## src/verilog/rom_lock_pkg.sv

```systemverilog
// Purpose: Shared constants and carriers for the code ROM protection block.
// Assumes: Byte-wide code store, 64-byte key, lock byte after the key.
// Notes:   Image layout constants serve both size variants.
package rom_lock_pkg;

  // Code size variants, in bytes
  localparam int unsigned SMALL_CODE_BYTES = 4096;
  localparam int unsigned LARGE_CODE_BYTES = 8192;
  localparam int unsigned CODE_ADDR_W      = 13;

  // Key array geometry and erased value
  localparam int unsigned KEY_BYTES  = 64;
  localparam int unsigned KEY_IDX_W  = 6;
  localparam logic [7:0]  KEY_ERASED = 8'hff;

  // Lock byte field positions
  localparam int unsigned LOCK_FIRST_POS  = 0;
  localparam int unsigned LOCK_SECOND_POS = 1;

  // Image layout: key follows code, lock byte follows key
  localparam int unsigned IMG_ADDR_W = 14;

  // Value shown on the verify port when readout is blocked
  localparam logic [7:0] VERIFY_BLOCKED = 8'hff;

  // Value returned to the CPU for a blocked table read
  localparam logic [7:0] TABLE_BLOCKED = 8'h00;

  // Programming write carrier
  typedef struct packed {
    logic                  valid;
    logic [IMG_ADDR_W-1:0] addr;
    logic [7:0]            data;
  } prog_req_t;

  // Verify request carrier
  typedef struct packed {
    logic                   valid;
    logic [CODE_ADDR_W-1:0] addr;
  } verify_req_t;

  // CPU code-table read carrier
  typedef struct packed {
    logic                   valid;
    logic                   from_external;
    logic [CODE_ADDR_W-1:0] addr;
  } table_req_t;

  // Protection controls: lock bits latched at reset, select latched only with the first bit
  typedef struct packed {
    logic first_lock_bit;
    logic second_lock_bit;
    logic ext_select_latched;
  } lock_state_t;

endpackage

```

## src/verilog/code_rom_security_lock.sv

```systemverilog
// Purpose: Protection logic for on-chip code ROM: lock bits, verify gate,
//          table-read gate, key scrambling and programming inhibit.
// Assumes: Code store lives outside; this block gates its read paths.
// Notes:   Lock state is captured while reset is asserted, so every
//          restriction is in force at the first edge after release.
//          Reads take two edges: store address, then gated answer.
//          Lock byte writes stay open after locking; bits only add.
//          Key contents reach only the verify scrambler.
// Contract
// No lock bits: whole code verifiable
// Written key: verify returns encrypted bytes
// First bit: external table reads blocked
// First bit: external-access latched at reset
// First bit: further programming refused
// Both bits: first-bit limits plus no verify
// Second bit never set without first
// Only three lock patterns are defined
// Key has 64 bytes, erased all ones
// Small variant: 4k code, key, locks
// Large variant: 8k code, key, locks
// Encrypted byte is code XNOR key byte
// Key contents never readable
// Image: code, then key, then lock byte
// Locks captured in reset before fetch
module code_rom_security_lock
  import rom_lock_pkg::*;
#(
  parameter bit LARGE_VARIANT = 1'b0
)
(
  // Clock and reset
  input  wire logic                   clk_in,
  input  wire logic                   reset_n_in,
  // Non-volatile lock byte and external-access pin
  input  wire logic [7:0]             lock_byte_in,
  input  wire logic                   external_access_select_in,
  // Programmer requests
  input  wire prog_req_t              prog_in,
  input  wire verify_req_t            verify_in,
  // Programming answers
  output logic                        prog_code_we_out,
  output logic [CODE_ADDR_W-1:0]      prog_code_addr_out,
  output logic [7:0]                  prog_code_data_out,
  output logic                        prog_lock_we_out,
  output logic [7:0]                  prog_lock_data_out,
  output logic                        prog_refused_out,
  // Verify answers
  output logic                        verify_valid_out,
  output logic [7:0]                  verify_data_out,
  // CPU table reads
  input  wire table_req_t             table_in,
  output logic                        table_valid_out,
  output logic [7:0]                  table_data_out,
  // Protection levels seen by the CPU
  output logic                        ext_select_latched_out,
  output logic                        lock_first_out,
  output logic                        lock_second_out,
  // Code store read port
  output logic [CODE_ADDR_W-1:0]      rom_addr_out,
  input  wire logic [7:0]             rom_data_in
);

  localparam int unsigned CODE_BYTES = LARGE_VARIANT ? LARGE_CODE_BYTES
                                                     : SMALL_CODE_BYTES;
  // Image offsets of the key and the lock byte
  localparam logic [IMG_ADDR_W-1:0] KEY_BASE  = IMG_ADDR_W'(CODE_BYTES);
  localparam logic [IMG_ADDR_W-1:0] LOCK_ADDR = IMG_ADDR_W'(CODE_BYTES + KEY_BYTES);

  typedef struct packed {
    // Lock bits latched at reset; select latched only with the first bit
    lock_state_t            lock;
    // Programming answer
    logic                   code_we;
    logic [CODE_ADDR_W-1:0] code_addr;
    logic [7:0]             code_data;
    logic                   lock_we;
    logic [7:0]             lock_data;
    logic                   refused;
    // Verify pipeline
    logic                   ver_pend;
    logic                   ver_valid;
    logic [7:0]             ver_data;
    // Table read pipeline
    logic                   tab_pend;
    logic                   tab_block;
    logic                   tab_valid;
    logic [7:0]             tab_data;
    // Store address and key tap
    logic [CODE_ADDR_W-1:0] rom_addr;
    logic [KEY_IDX_W-1:0]   key_idx;
  } ctl_state_t;

  ctl_state_t state_reg;
  ctl_state_t state_next;

  // Key write decode and scrambler tap
  logic                 key_we;
  logic [KEY_IDX_W-1:0] key_wr_idx;
  logic [7:0]           key_byte;
  logic                 key_written;
  logic                 in_code;
  logic                 in_key;
  logic                 at_lock;

  always_comb begin
    in_code    = prog_in.addr < KEY_BASE;
    in_key     = (prog_in.addr >= KEY_BASE) && (prog_in.addr < LOCK_ADDR);
    at_lock    = prog_in.addr == LOCK_ADDR;

    // Key writes blocked once locked; the request is refused
    key_wr_idx = KEY_IDX_W'(prog_in.addr - KEY_BASE);
    key_we     = prog_in.valid && in_key && !state_reg.lock.first_lock_bit;
  end

  // Key store; its read port only feeds the scrambler
  key_array u_key (
    .clk_in      (clk_in),
    .reset_n_in  (reset_n_in),
    .wr_en_in    (key_we),
    .wr_idx_in   (key_wr_idx),
    .wr_data_in  (prog_in.data),
    .rd_idx_in   (state_reg.key_idx),
    .rd_data_out (key_byte),
    .written_out (key_written)
  );

  // Next-state logic
  always_comb begin
    state_next           = state_reg;
    state_next.code_we   = 1'b0;
    state_next.lock_we   = 1'b0;
    state_next.refused   = 1'b0;
    state_next.ver_valid = 1'b0;
    state_next.tab_valid = 1'b0;
    state_next.ver_pend  = 1'b0;
    state_next.tab_pend  = 1'b0;

    // Select pin follows live until the first lock freezes it
    if (!state_reg.lock.first_lock_bit) begin
      state_next.lock.ext_select_latched = external_access_select_in;
    end

    // Programming: code and key blocked once first bit set, lock bits allowed
    if (prog_in.valid) begin
      if (at_lock) begin
        state_next.lock_we   = 1'b1;
        state_next.lock_data = lock_byte_in | prog_in.data;
      end else if (state_reg.lock.first_lock_bit) begin
        state_next.refused = 1'b1;
      end else if (in_code) begin
        state_next.code_we   = 1'b1;
        state_next.code_addr = prog_in.addr[CODE_ADDR_W-1:0];
        state_next.code_data = prog_in.data;
      end else if (!in_key) begin
        state_next.refused = 1'b1;
      end
    end

    // Stage two: deliver results read from the code store
    if (state_reg.ver_pend) begin
      state_next.ver_valid = 1'b1;
      // Blocked readout wins over scrambling
      if (state_reg.lock.second_lock_bit) begin
        state_next.ver_data = VERIFY_BLOCKED;
      end else if (key_written) begin
        state_next.ver_data = ~(rom_data_in ^ key_byte);
      end else begin
        state_next.ver_data = rom_data_in;
      end
    end else if (state_reg.tab_pend) begin
      state_next.tab_valid = 1'b1;
      state_next.tab_data  = state_reg.tab_block ? TABLE_BLOCKED : rom_data_in;
    end

    // Stage one: accept a request; verify has priority over CPU reads
    // A table read in the same cycle as a verify is dropped
    if (verify_in.valid) begin
      state_next.ver_pend = 1'b1;
      state_next.rom_addr = verify_in.addr;
      state_next.key_idx  = verify_in.addr[KEY_IDX_W-1:0];
    end else if (table_in.valid) begin
      state_next.tab_pend  = 1'b1;
      state_next.rom_addr  = table_in.addr;
      state_next.tab_block = table_in.from_external
                             && state_reg.lock.first_lock_bit;
    end
  end

  // State register; lock state captured while reset is held
  always_ff @(posedge clk_in) begin
    if (!reset_n_in) begin
      // Pending work dropped; locks sampled on every reset edge
      state_reg                      <= '0;
      state_reg.lock.first_lock_bit  <= lock_byte_in[LOCK_FIRST_POS];
      // Second bit only honoured with the first; other patterns undefined
      state_reg.lock.second_lock_bit <= lock_byte_in[LOCK_SECOND_POS]
                                        & lock_byte_in[LOCK_FIRST_POS];
      state_reg.lock.ext_select_latched <= external_access_select_in;
    end else begin
      state_reg <= state_next;
    end
  end

  // Programming outputs straight from flops
  assign prog_code_we_out   = state_reg.code_we;
  assign prog_code_addr_out = state_reg.code_addr;
  assign prog_code_data_out = state_reg.code_data;
  assign prog_lock_we_out   = state_reg.lock_we;
  assign prog_lock_data_out = state_reg.lock_data;
  assign prog_refused_out   = state_reg.refused;

  // Read answers straight from flops
  assign verify_valid_out   = state_reg.ver_valid;
  assign verify_data_out    = state_reg.ver_data;
  assign table_valid_out    = state_reg.tab_valid;
  assign table_data_out     = state_reg.tab_data;

  // Protection levels straight from flops
  assign ext_select_latched_out = state_reg.lock.ext_select_latched;
  assign lock_first_out     = state_reg.lock.first_lock_bit;
  assign lock_second_out    = state_reg.lock.second_lock_bit;

  // Store address straight from its flop
  assign rom_addr_out       = state_reg.rom_addr;

endmodule

```

## src/verilog/key_array.sv

```systemverilog
// Purpose: 64-byte encryption key store with a single indexed read.
// Assumes: Read port feeds only the verify scrambler, never a pin.
// Notes:   All bytes erased to ones at reset.
module key_array
  import rom_lock_pkg::*;
(
  // Clock and reset
  input  wire logic                 clk_in,
  input  wire logic                 reset_n_in,
  // Write port
  input  wire logic                 wr_en_in,
  input  wire logic [KEY_IDX_W-1:0] wr_idx_in,
  input  wire logic [7:0]           wr_data_in,
  // Read port for scrambling only
  input  wire logic [KEY_IDX_W-1:0] rd_idx_in,
  output logic      [7:0]           rd_data_out,
  output logic                      written_out
);

  typedef struct packed {
    logic [KEY_BYTES-1:0][7:0] key;
    logic                      written;
  } key_state_t;

  key_state_t state_reg;
  key_state_t state_next;

  // Next state: one byte written per request
  always_comb begin
    state_next = state_reg;
    if (wr_en_in) begin
      state_next.key[wr_idx_in] = wr_data_in;
      state_next.written        = 1'b1;
    end
  end

  // State register, erased to all ones
  always_ff @(posedge clk_in) begin
    if (!reset_n_in) begin
      for (int i = 0; i < KEY_BYTES; i++) begin
        state_reg.key[i] <= KEY_ERASED;
      end
      state_reg.written <= 1'b0;
    end else begin
      state_reg <= state_next;
    end
  end

  assign rd_data_out = state_reg.key[rd_idx_in];
  assign written_out = state_reg.written;

endmodule

```

## config.mk

```make
export PLATFORM = sky130hd
export DESIGN_NAME = code_rom_security_lock
export DESIGN_NICKNAME = d
export VERILOG_FILES = /design/src/verilog/rom_lock_pkg.sv /design/src/verilog/code_rom_security_lock.sv /design/src/verilog/key_array.sv
export SDC_FILE = /design/constraint.sdc
export NUM_CORES = 1
export LEC_CHECK = 0
export BUFFER_PORTS_ARGS = -buffer_cell sky130_fd_sc_hd__buf_2
export CORE_AREA = 2 2 216 218
export DETAILED_ROUTE_END_ITERATION = 8
export DIE_AREA = 0 0 218 220
export PLACE_DENSITY = 0.74
export SETUP_SLACK_MARGIN = 0.02
export SYNTH_ARGS = -nofsm -noshare
export SYNTH_HDL_FRONTEND = slang
export SYNTH_SLANG_ARGS = --single-unit
```

## constraint.sdc

```tcl
create_clock -name clk_in -period 6.64 [get_ports clk_in]
set_clock_uncertainty 0.05 [all_clocks]
set_input_delay 0.996 -clock clk_in [delete_from_list [all_inputs] [get_ports clk_in]]
set_output_delay 0.996 -clock clk_in [all_outputs]
set_load 0.005 [all_outputs]
```

## After elaboration in Yosys (flattened, before gate mapping)

Cells that the tools add are included.

| word-level totals | value |
|---|---|
| register bits after elaboration | 588 |
| bits of input ports | 71 |
| output and inout port bits | 66 |
| logic and storage cells | 146 |

| operators by class | value |
|---|---|
| $add $sub $neg | 1 |
| magnitude comparators | 6 |
| equality and inequality tests | 2 |
| muxes and demuxes | 28 |
| bitwise logic cells | 10 |
| reductions and logical operators | 16 |

Operator list:

| operator | number |
|---|---|
| bitwise mux 512 bit | 1 |
| two-way mux 73 bit | 1 |
| two-way mux 22 bit | 3 |
| binary-select mux 8 bit (select 6 bit) | 1 |
| demux 8 bit (select 6 bit) | 1 |
| two-way mux 8 bit | 5 |
| two-way mux 9 bit | 4 |
| two-way mux 32 bit | 1 |
| less-than comparator 14 x 13 -> 1 bit (second input constant) | 2 |
| two-way mux 13 bit | 2 |
| equality test 14 x 13 -> 1 bit (second input constant) | 1 |
| >= comparator 14 x 13 -> 1 bit (second input constant) | 1 |
| less-than comparator 6 x 7 -> 1 bit (second input constant) | 2 |
| inverter 8 bit | 1 |
| OR 8 bit | 1 |
| AND reduction 2 bit | 4 |
| bitwise XOR 8 bit | 1 |
| >= comparator 6 x 1 -> 1 bit (second input constant) | 1 |
| two-way mux 1 bit | 6 |
| two-way mux 6 bit | 1 |
| inverter 1 bit | 6 |
| subtractor 6 x 1 -> 6 bit (second input constant) | 1 |
| logical AND 1 bit | 5 |
| two-way mux 2 bit | 2 |
| other kinds (8) | 9 |

## Logic depth before layout (Yosys ltp)

Gate-level depths: netlist (run 1).

| logic depth | value |
|---|---|
| depth after elaboration | 8 |
| depth in mapped cells | 10 |
| depth with buffers taken out | 6 |

## Cells and area by module

A second synthesis (run 1) with hierarchy kept.

| unflattened totals | value |
|---|---|
| cells, all modules | 3035 |
| area, all modules | 25758.5 um2 |

By module, submodules not included:

| module | instances | cells each | area an instance (um2) | seq. area each (um2) |
|---|---|---|---|---|
| key_array | 1 | 2643 | 22379.0 | 10269.8 |
| code_rom_security_lock | 1 | 392 | 3379.5 | 1531.5 |

## Worst setup path before layout (run 1)

No wires, ideal clock.

| path | value |
|---|---|
| path kind | in2reg |
| from | in prog_in[15] (netlist name) |
| to | reg u_key.state_reg[433] (netlist name) |
| library setup time | 0.063 ns |
| arrival | 2.712 ns |
| required time | 6.527 ns |
| path slack | 3.816 ns |
| cell stages on the path | 8 |
| buffers on the path | 2 |
| cells stage by stage | nor3_1 > nand4_1 > or3_1 > clkbuf_1 > clkbuf_1 > nor2_1 > nand2_1 > nand3_1 |

| between the ends | value |
|---|---|
| longest elaborated chain between the ends | 4 |
| elaborated cells on any way between the ends | 5 |
| classes of those cells | order compare: 2; reduce/logical: 3 |

Ends and longest elaborated chain:

| element | RTL line | RTL |
|---|---|---|
| from (decl) | code_rom_security_lock.sv:38 | `input wire prog_req_t prog_in,` |
| >= comparator 14 x 13 -> 1 bit or less-than comparator 14 x 13 -> 1 bit (tied branches) | code_rom_security_lock.sv:107 | `in_key = (prog_in.addr >= KEY_BASE) && (prog_in.addr < LOCK_ADDR);` |
| logical AND 1 bit * | code_rom_security_lock.sv:107 |  |
| logical AND 1 bit * (2 in series) | code_rom_security_lock.sv:112 | `key_we = prog_in.valid && in_key && !state_reg.lock.first_lock_bit;` |
| to (signal assigned) | key_array.sv:45 | `state_reg <= state_next;` |
| to (decl) | key_array.sv:25 | `key_state_t state_reg;` |

Every way passes the cells marked *; elsewhere a longest branch is shown, timed or not.
A chain may end at the register's enable or synchronous reset.

## Worst setup path after layout (run 1)

| path | value |
|---|---|
| from | in prog_in[15] (netlist name) |
| to | reg u_key.state_reg[381] (netlist name) |

The elaborated chain is that of the path after synthesis.

==> results.md, run 1 <==
| Result | Value | Unit |
| --- | --- | --- |
| Initial Utilization | 55.9 | % |
| Count of cells resized by post-cts repair | 0 | - |
| Final HPWL from detailed placement | 48800 | um |
| Final standard cell count with taps included and fillers excluded | 3720 | - |
| Clock buffers created by TritonCTS | 58 | - |
| Number of I/O port buffers | 136 | - |
| Clock tree from TritonCTS | built | - |
| Commonest register cell after synthesis | sky130_fd_sc_hd__dfxtp_1 | - |
| First-pass GRT wire length | 121000 | um |
| Endpoint arrival time on the critical path | 4.23 | ns |
| Static leakage | 11.9 | nW |
| Layout net count | 3138 | - |
| Transition time at the pin with the least slew margin | 1.21 | ns |
| Cell with the biggest individual delay on the critical path | sky130_fd_sc_hd__nor3_1 | - |
| # H-tree levels | 2 | - |
| Placement row count | 79 | - |
| Number of antenna violations at the first check in global routing | 2 | - |
| Per-instance average area after synthesis | 8.26 | um2 |
| Post-DRT Antenna Nets | 0 | - |
| Io pins | 137 | - |
| Final count of hold timing violations | 0 | - |
| Worst vdd ir | 0.219 | mV |
| Synthesized net count | 3176 | - |
| Cell Area, Synth | 25600 | um2 |
| Series of cell instances along the critical path | buf_2 -> nor3_1 -> nand4_1 -> nor3_1 -> nand2_1 -> nand2_1 -> nand3_1 | - |
| Number of DRC violations after detailed routing | 0 | - |
| # placed instances | 3614 | - |
| DRT Wirelength | 79300 | um |
| Sequential area share after synthesis | 46.0 | % |
| Depth of the worst register-to-register path | 7 | - |
| Capture instance of the worst register-to-register path | verify_data_out[1] | - |
| Worst-Skew Late Latency | 0.62 | ns |
| #FFs+latches synth | 588 | - |
| Die span in y | 220 | um |
| Largest net degree at the start of global routing | 195 | - |
| Worst slew margin relative to its limit | 18.5 | % |
| Cell Pwr Density | 261 | nW/um2 |
| Via total after detailed routing | 23000 | - |
| Critical path endpoint category | flip-flop | - |
| Final TNS setup | 0 | ns |
| Largest fanout of any net on the critical path | 9 | - |
| Clock Path Buffers | 3 | - |
| Max Clk Rate | 261 | MHz |
| Final worst-path cycle share | 57.6 | % |
| Total setup buffers inserted after CTS | 0 | - |
| Min-delay src | table_data_out[5] | - |
| Number of cells produced by synthesis | 3105 | - |
| Minimum clock period after layout | 3.83 | ns |
| Post-synth ARST share | 0 | % |
| Fraction of final layout cells sized beyond drive strength 1 | 12.4 | % |
| Full die area | 48000 | um2 |
| Unique cell type count in the Yosys netlist | 50 | - |
| Final max-slew violation count | 0 | - |
| Hold WS | 0.403 | ns |
| Total design power | 7.31 | mW |
| Post-synth EDFFs | 3 | - |
| Unrepaired setup endpoints after global routing | no | - |
| Worst r2r src | state_reg[2] | - |
| Category of the worst setup path launch point | input pin | - |
| Data required time at the worst endpoint | 7.04 | ns |
| Kind of critical path | in -> reg | - |
| Signed area change from the synthesized netlist to the final layout | 9.09 | % |
| Setup violations, final | 0 | - |
| Final estimated routing congestion in global placement | 0.919 | - |
| Number of global-route vias before repair | 21800 | - |
| Root Buffer | sky130_fd_sc_hd__clkbuf_16 | - |
| Flip-flop count of the largest register, all copies and words added | 512 | - |
| Largest stage delay on the critical path | 1.19 | ns |
| Core utilization of the finished layout | 61.0 | % |
| Hold path cells | 2 | - |
| Clock tree sinks | 588 | - |
| Count of hold buffers inserted by post-cts repair | 0 | - |
| Worst hold-check path type | reg -> reg | - |
| Sum of overflow across all layers after global routing | 0 | - |
| Overall fraction of global-route tracks in use | 32.5 | % |
| Initial DRT Pass Iterations | 7 | - |
| Wire length per cell after detailed routing | 21.3 | um |
| Commonest cells after routing, fill and taps aside | sky130_fd_sc_hd__nand2_1, sky130_fd_sc_hd__dfxtp_1, sky130_fd_sc_hd__nand3_1 | - |
| Worst Hold End | table_data_out[5] | - |
| Status | finished clean | - |
| Vias per cell | 6.19 | - |
| Clock transition at the registers of the reported paths | 0.06 | ns |
| Max-capacitance violation count | 0 | - |
| Die boundary width | 218 | um |
| Leading cell type in the layout, fill and taps excluded | sky130_fd_sc_hd__nand2_1 | - |
| Register-to-register path setup slack | 3.05 | ns |
| Core Region | 45900 | um2 |
| Drt initial violations | 2797 | - |
| Yosys warning count | 0 | - |
==> final cells by class <==
cell class / instances / area (um2)
Antenna cell: 1 / 2.50
Clock buffer: 88 / 1710
Clock inverter: 17 / 208
Fill cell: 3957 / 17900
Inverter: 4 / 15.0
Multi-Input combinational cell: 2253 / 12600
Sequential cell: 588 / 11800
Tap cell: 607 / 759
Timing Repair Buffer: 162 / 911
==> cells by family (layout without fill, tap and decap cells) <==
kind of cell | after synthesis | in the layout | synth area share [%]
AO/OA/AOI/OAI | 175 | 175 | 4.24
XOR/XNOR | 3 | 3 | 0.102
buffers and inverters | 264 | 271 | 5.04
flip-flops | 588 | 588 | 46.0
multiplexers | 207 | 207 | 13.5
other | 0 | 1 | 0
AND/OR/NAND/NOR | 1868 | 1868 | 31.1
==> cells in the mapped netlist, drive strengths merged (4+ instances only) <==
cell type	count	share of area (%)
and2	16	0.39
nor3	33	0.68
o21ai	39	0.76
a22o	4	0.14
a211oi	10	0.29
buf	92	2.5
mux4	109	9.6
a22oi	8	0.23
mux2i	84	3.3
nand2	1124	16
nand3	523	10
or3	10	0.24
clkbuf	168	2.5
o2111a	5	0.22
dfxtp	585	46
nor3b	7	0.20
a311oi	4	0.14
a21oi	60	1.2
nand2b	15	0.37
a221oi	5	0.17
and3	5	0.12
mux2	14	0.61
nand3b	12	0.35
o221ai	4	0.14
nor2b	11	0.27
o22ai	25	0.61
nor2	100	1.5
==> critical path: cells and delay by family <==
kind / cells / cell delay (ns)
AND/OR/NAND/NOR: 6 / 3.10
buffers and inverters: 1 / 0.11
==> worst max-delay path by stage <==
| stage | depth (start not counted) | startpoint | slack [ns] | endpoint |
|---|---|---|---|---|
| 2_1_floorplan | 8 | prog_in[15] | 3.82 | u_key.state_reg[433] |
| 3_3_place_gp | 7 | prog_in[15] | 2.45 | u_key.state_reg[381] |
| 3_5_place_dp | 7 | prog_in[15] | 2.34 | u_key.state_reg[381] |
| 4_1_cts | 7 | prog_in[15] | 3.01 | u_key.state_reg[381] |
| 5_1_grt | 7 | prog_in[15] | 2.76 | u_key.state_reg[350] |
| 6_report | 7 | prog_in[15] | 2.81 | u_key.state_reg[381] |
==> per-stage QoR <==
stage / instance area, um2 / setup WS (ns)
floorplan: 25600 / 3.82
CTS: 28000 / 3.01
global route: 28000 / 2.76
finish: 28000 / 2.81
global placement: 26100 / 2.45
detailed placement: 26100 / 2.34
==> metal layers <==
metal,track usage (%),vias to the layer above,part of all wire (%)
met2,52.0,1406,46
met4,17.8,2,5.4
met3,6.28,270,11
met1,41.6,10900,38
met5,0,-,0.016
li1,-,10400,-
==> power breakdown <==
part | total [mW] | leakage (nW) | switching, mW | internal, mW
sequential | 3.58 | 4.77 | 0.0298 | 3.55
combinational | 0.385 | 6.16 | 0.274 | 0.110
clock | 3.35 | 0.940 | 1.40 | 1.95
Power figures use the tool's default switching activity.
==> run 2: changes to the inputs <==
--- a/config.mk
+++ b/config.mk
@@ -5,11 +5,12 @@
 export SDC_FILE = /design/constraint.sdc
 export NUM_CORES = 1
 export LEC_CHECK = 0
+export ABC_AREA = 1
 export BUFFER_PORTS_ARGS = -buffer_cell sky130_fd_sc_hd__buf_2
-export CORE_AREA = 2 2 216 218
+export CORE_AREA = 2 2 219 221
 export DETAILED_ROUTE_END_ITERATION = 8
-export DIE_AREA = 0 0 218 220
-export PLACE_DENSITY = 0.74
+export DIE_AREA = 0 0 221 223
+export PLACE_DENSITY = 0.75
 export SETUP_SLACK_MARGIN = 0.02
 export SYNTH_ARGS = -nofsm -noshare
 export SYNTH_HDL_FRONTEND = slang
==> constraint.sdc (replaced) <==
create_clock -name clk_in -period 3.36 [get_ports clk_in]
set_clock_uncertainty 0.05 [all_clocks]
set_input_delay 0.504 -clock clk_in [delete_from_list [all_inputs] [get_ports clk_in]]
set_output_delay 0.504 -clock clk_in [all_outputs]
set_load 0.005 [all_outputs]
==> run 2 against run 1 <==
  * Total power up 110%
  * Register-to-register slack worse by 2.4 ns
  * First-iteration DRC count down 6.0%
  * Global-route usage down 2.6 points
  * Non-clock buffer count up 27
  * Largest power group unchanged
  * Utilization down 1.5 points
  * Cell count up 7.4%
  * Highest routed layer unchanged
  * Cell area up 0.35%
==> results.md, run 2 <==
| Result | Value | Unit |
| --- | --- | --- |
| Status | finished clean | - |
| Final max-slew violation count | 0 | - |
| Critical path endpoint category | flip-flop | - |
| Setup violations, final | 0 | - |
| Largest fanout of any net on the critical path | 35 | - |
| Overall fraction of global-route tracks in use | 29.9 | % |
| Worst Slack Setup Final | 0.663 | ns |
| Root Buffer | sky130_fd_sc_hd__clkbuf_16 | - |
| Total design power | 15.2 | mW |
| # H-tree levels | 2 | - |
| Cell Area, Synth | 25600 | um2 |
| Max-capacitance violation count | 0 | - |
| Final estimated routing congestion in global placement | 0.913 | - |
| Hold WS | 0.0703 | ns |
| Final TNS setup | 0 | ns |
| Minimum clock period after layout | 2.70 | ns |
| Largest net degree at the start of global routing | 116 | - |
| Commonest cells after routing, fill and taps aside | sky130_fd_sc_hd__nand2_1, sky130_fd_sc_hd__dfxtp_1, sky130_fd_sc_hd__o211ai_1 | - |
| Wire length per cell after detailed routing | 19.0 | um |
| Max Clk Rate | 371 | MHz |
| Count of cells resized by post-cts repair | 0 | - |
| Count of hold buffers inserted by post-cts repair | 1 | - |
| Static leakage | 14.8 | nW |
| Number of global-route vias before repair | 22200 | - |
| Endpoint arrival time on the critical path | 3.15 | ns |
| Total setup buffers inserted after CTS | 0 | - |
| Post-DRT Antenna Nets | 0 | - |
| Number of DRC violations after detailed routing | 0 | - |
| Sum of overflow across all layers after global routing | 0 | - |
| Category of the worst setup path launch point | flip-flop | - |
| Clock tree sinks | 588 | - |
| Clock transition at the registers of the reported paths | 0.06 | ns |
| #FFs+latches synth | 588 | - |
| Synthesized net count | 3517 | - |
| Dpl ws | 0.308 | ns |
| Cell with the most instances after synthesis | sky130_fd_sc_hd__nand2_1 | - |
| Drt initial violations | 2629 | - |
| Vias per cell | 5.98 | - |
| Final HPWL from detailed placement | 45400 | um |
| Die span in y | 223 | um |
| Unique cell type count in the Yosys netlist | 24 | - |
| Die boundary width | 221 | um |
| Final standard cell count with taps included and fillers excluded | 3995 | - |
| Io pins | 137 | - |
| # placed instances | 3888 | - |
| Yosys warning count | 0 | - |
| Initial DRT Pass Iterations | 6 | - |
| Sequential area share after synthesis | 46.1 | % |
| Worst slew margin relative to its limit | 31.8 | % |
| First-pass GRT wire length | 120000 | um |
| DRT Wirelength | 76100 | um |
| Unrepaired setup endpoints after global routing | no | - |
| Via total after detailed routing | 23900 | - |
| Fraction of final layout cells sized beyond drive strength 1 | 9.00 | % |
| Clock tree from TritonCTS | built | - |
| Worst-Skew Late Latency | 0.63 | ns |
| Transition time at the pin with the least slew margin | 1.02 | ns |
| Portion of synthesized cell area occupied by the leading cell type | 45.7 | % |
| Cell type contributing the most total cell area after synthesis | sky130_fd_sc_hd__dfxtp_1 | - |
| Cells taking the most area after synthesis | sky130_fd_sc_hd__dfxtp_1, sky130_fd_sc_hd__nand2_1, sky130_fd_sc_hd__o211ai_1 | - |
| Clock buffers created by TritonCTS | 59 | - |
| Clock Path Buffers | 3 | - |
| Number of antenna violations at the first check in global routing | 1 | - |
| Full die area | 49300 | um2 |
| Initial Utilization | 54.3 | % |
| Kind of critical path | reg -> reg | - |
| Final worst-path cycle share | 80.3 | % |
| Layout net count | 3406 | - |
| Final count of hold timing violations | 0 | - |
| Post-synth ARST share | 0 | % |
| Worst hold-check path type | in -> reg | - |
| Number of cells produced by synthesis | 3446 | - |
| Commonest register cell after synthesis | sky130_fd_sc_hd__dfxtp_1 | - |
| Signed area change from the synthesized netlist to the final layout | 9.56 | % |
| Number of I/O port buffers | 136 | - |
| List of most frequent post-synthesis cells | sky130_fd_sc_hd__nand2_1, sky130_fd_sc_hd__dfxtp_1, sky130_fd_sc_hd__o211ai_1 | - |
| Placement row count | 80 | - |
| Worst vdd ir | 0.455 | mV |
| Cell Pwr Density | 540 | nW/um2 |
| Per-instance average area after synthesis | 7.44 | um2 |
| Leading cell type in the layout, fill and taps excluded | sky130_fd_sc_hd__nand2_1 | - |
| Data required time at the worst endpoint | 3.81 | ns |
| Core Region | 47100 | um2 |
| Post-synth EDFFs | 3 | - |
| Flip-flop count of the largest register, all copies and words added | 512 | - |
==> run 2: changes by cell type in the layout (fill, tap and decap cells not counted), sizes merged, moves of 25 or more <==
cell,delta
a21oi,-29
buf,+26
inv,+50
mux2i,-84
mux4,-109
nand2,+194
nand3,-52
nor2,-58
o211ai,+511
o22ai,-25
==> run 2: path summary, 6_finish.rpt <==
path | startpoint | end | slack (ns) | cells past startpoint
max | state_reg[1] | verify_data_out[2] | 0.66 | 13
min | lock_byte_in[5] | prog_lock_data_out[5] | 0.07 | 3
max reg2reg | state_reg[1] | verify_data_out[2] | 0.66 | 13
min reg2reg | prog_code_addr_out[12] | prog_code_addr_out[12] | 0.39 | 2
==> run 2: power breakdown <==
| group | total [mW] | leakage (nW) | switching (mW) | internal [mW] |
|---|---|---|---|---|
| Combinational | 1.22 | 9.02 | 0.897 | 0.321 |
| Sequential | 7.05 | 4.77 | 0.0378 | 7.02 |
| Clock | 6.88 | 1.01 | 2.76 | 4.12 |
| Total | 15.2 | 14.8 | 3.69 | 11.5 |
==> run 2: cell type report <==
cell class | count | area [um2]
fillers | 4226 | 19100
inverters | 58 | 225
well taps | 615 | 769
clock inverters | 16 | 233
diodes | 2 | 5.00
clock buffers | 88 | 1800
flip-flops and latches | 588 | 11800
multi-input cells | 2439 | 11900
repair buffers | 189 | 1320
==> run 2: cell families (layout without fill, tap and decap cells) <==
family / after synthesis / after routing / share of synthesized area [%]
buf+inv: 419 / 351 / 7.44
other cells: 0 / 2 / 0
compound gates: 577 / 577 / 16.3
flops: 588 / 588 / 46.1
simple gates: 1862 / 1862 / 30.2
==> run 2: stage by stage <==
stage | utilization (%) | cell area (um2)
detailed placement | 55.2 | 26000
floorplan | - | 25600
finish | 59.5 | 28100
global placement | 55.2 | 26000
global route | 59.5 | 28100
CTS | 59.5 | 28100
==> run 2: metal layers <==
metal  up-vias  routed length (um)  GRT usage, %
li1      11500                   -             -
met1     11200               32100          40.1
met2      1005               35200          47.9
met3       170                6300          5.74
met4         2                2420          11.6
met5         -                  14             0
==> run 2: worst max-delay path: stages, from the launching register on <==
cell	delay, ns
sky130_fd_sc_hd__dfxtp_4	0.48
sky130_fd_sc_hd__inv_4	0.41
sky130_fd_sc_hd__buf_4	0.43
sky130_fd_sc_hd__nand3_1	0.19
sky130_fd_sc_hd__nand3_1	0.16
sky130_fd_sc_hd__nand2_1	0.11
sky130_fd_sc_hd__nand2_1	0.08
sky130_fd_sc_hd__nand3_1	0.11
sky130_fd_sc_hd__nand3_1	0.15
sky130_fd_sc_hd__nand3_1	0.09
sky130_fd_sc_hd__nand2_1	0.08
sky130_fd_sc_hd__nand3_1	0.06
sky130_fd_sc_hd__nand2_1	0.07
sky130_fd_sc_hd__nand2_1	0.06
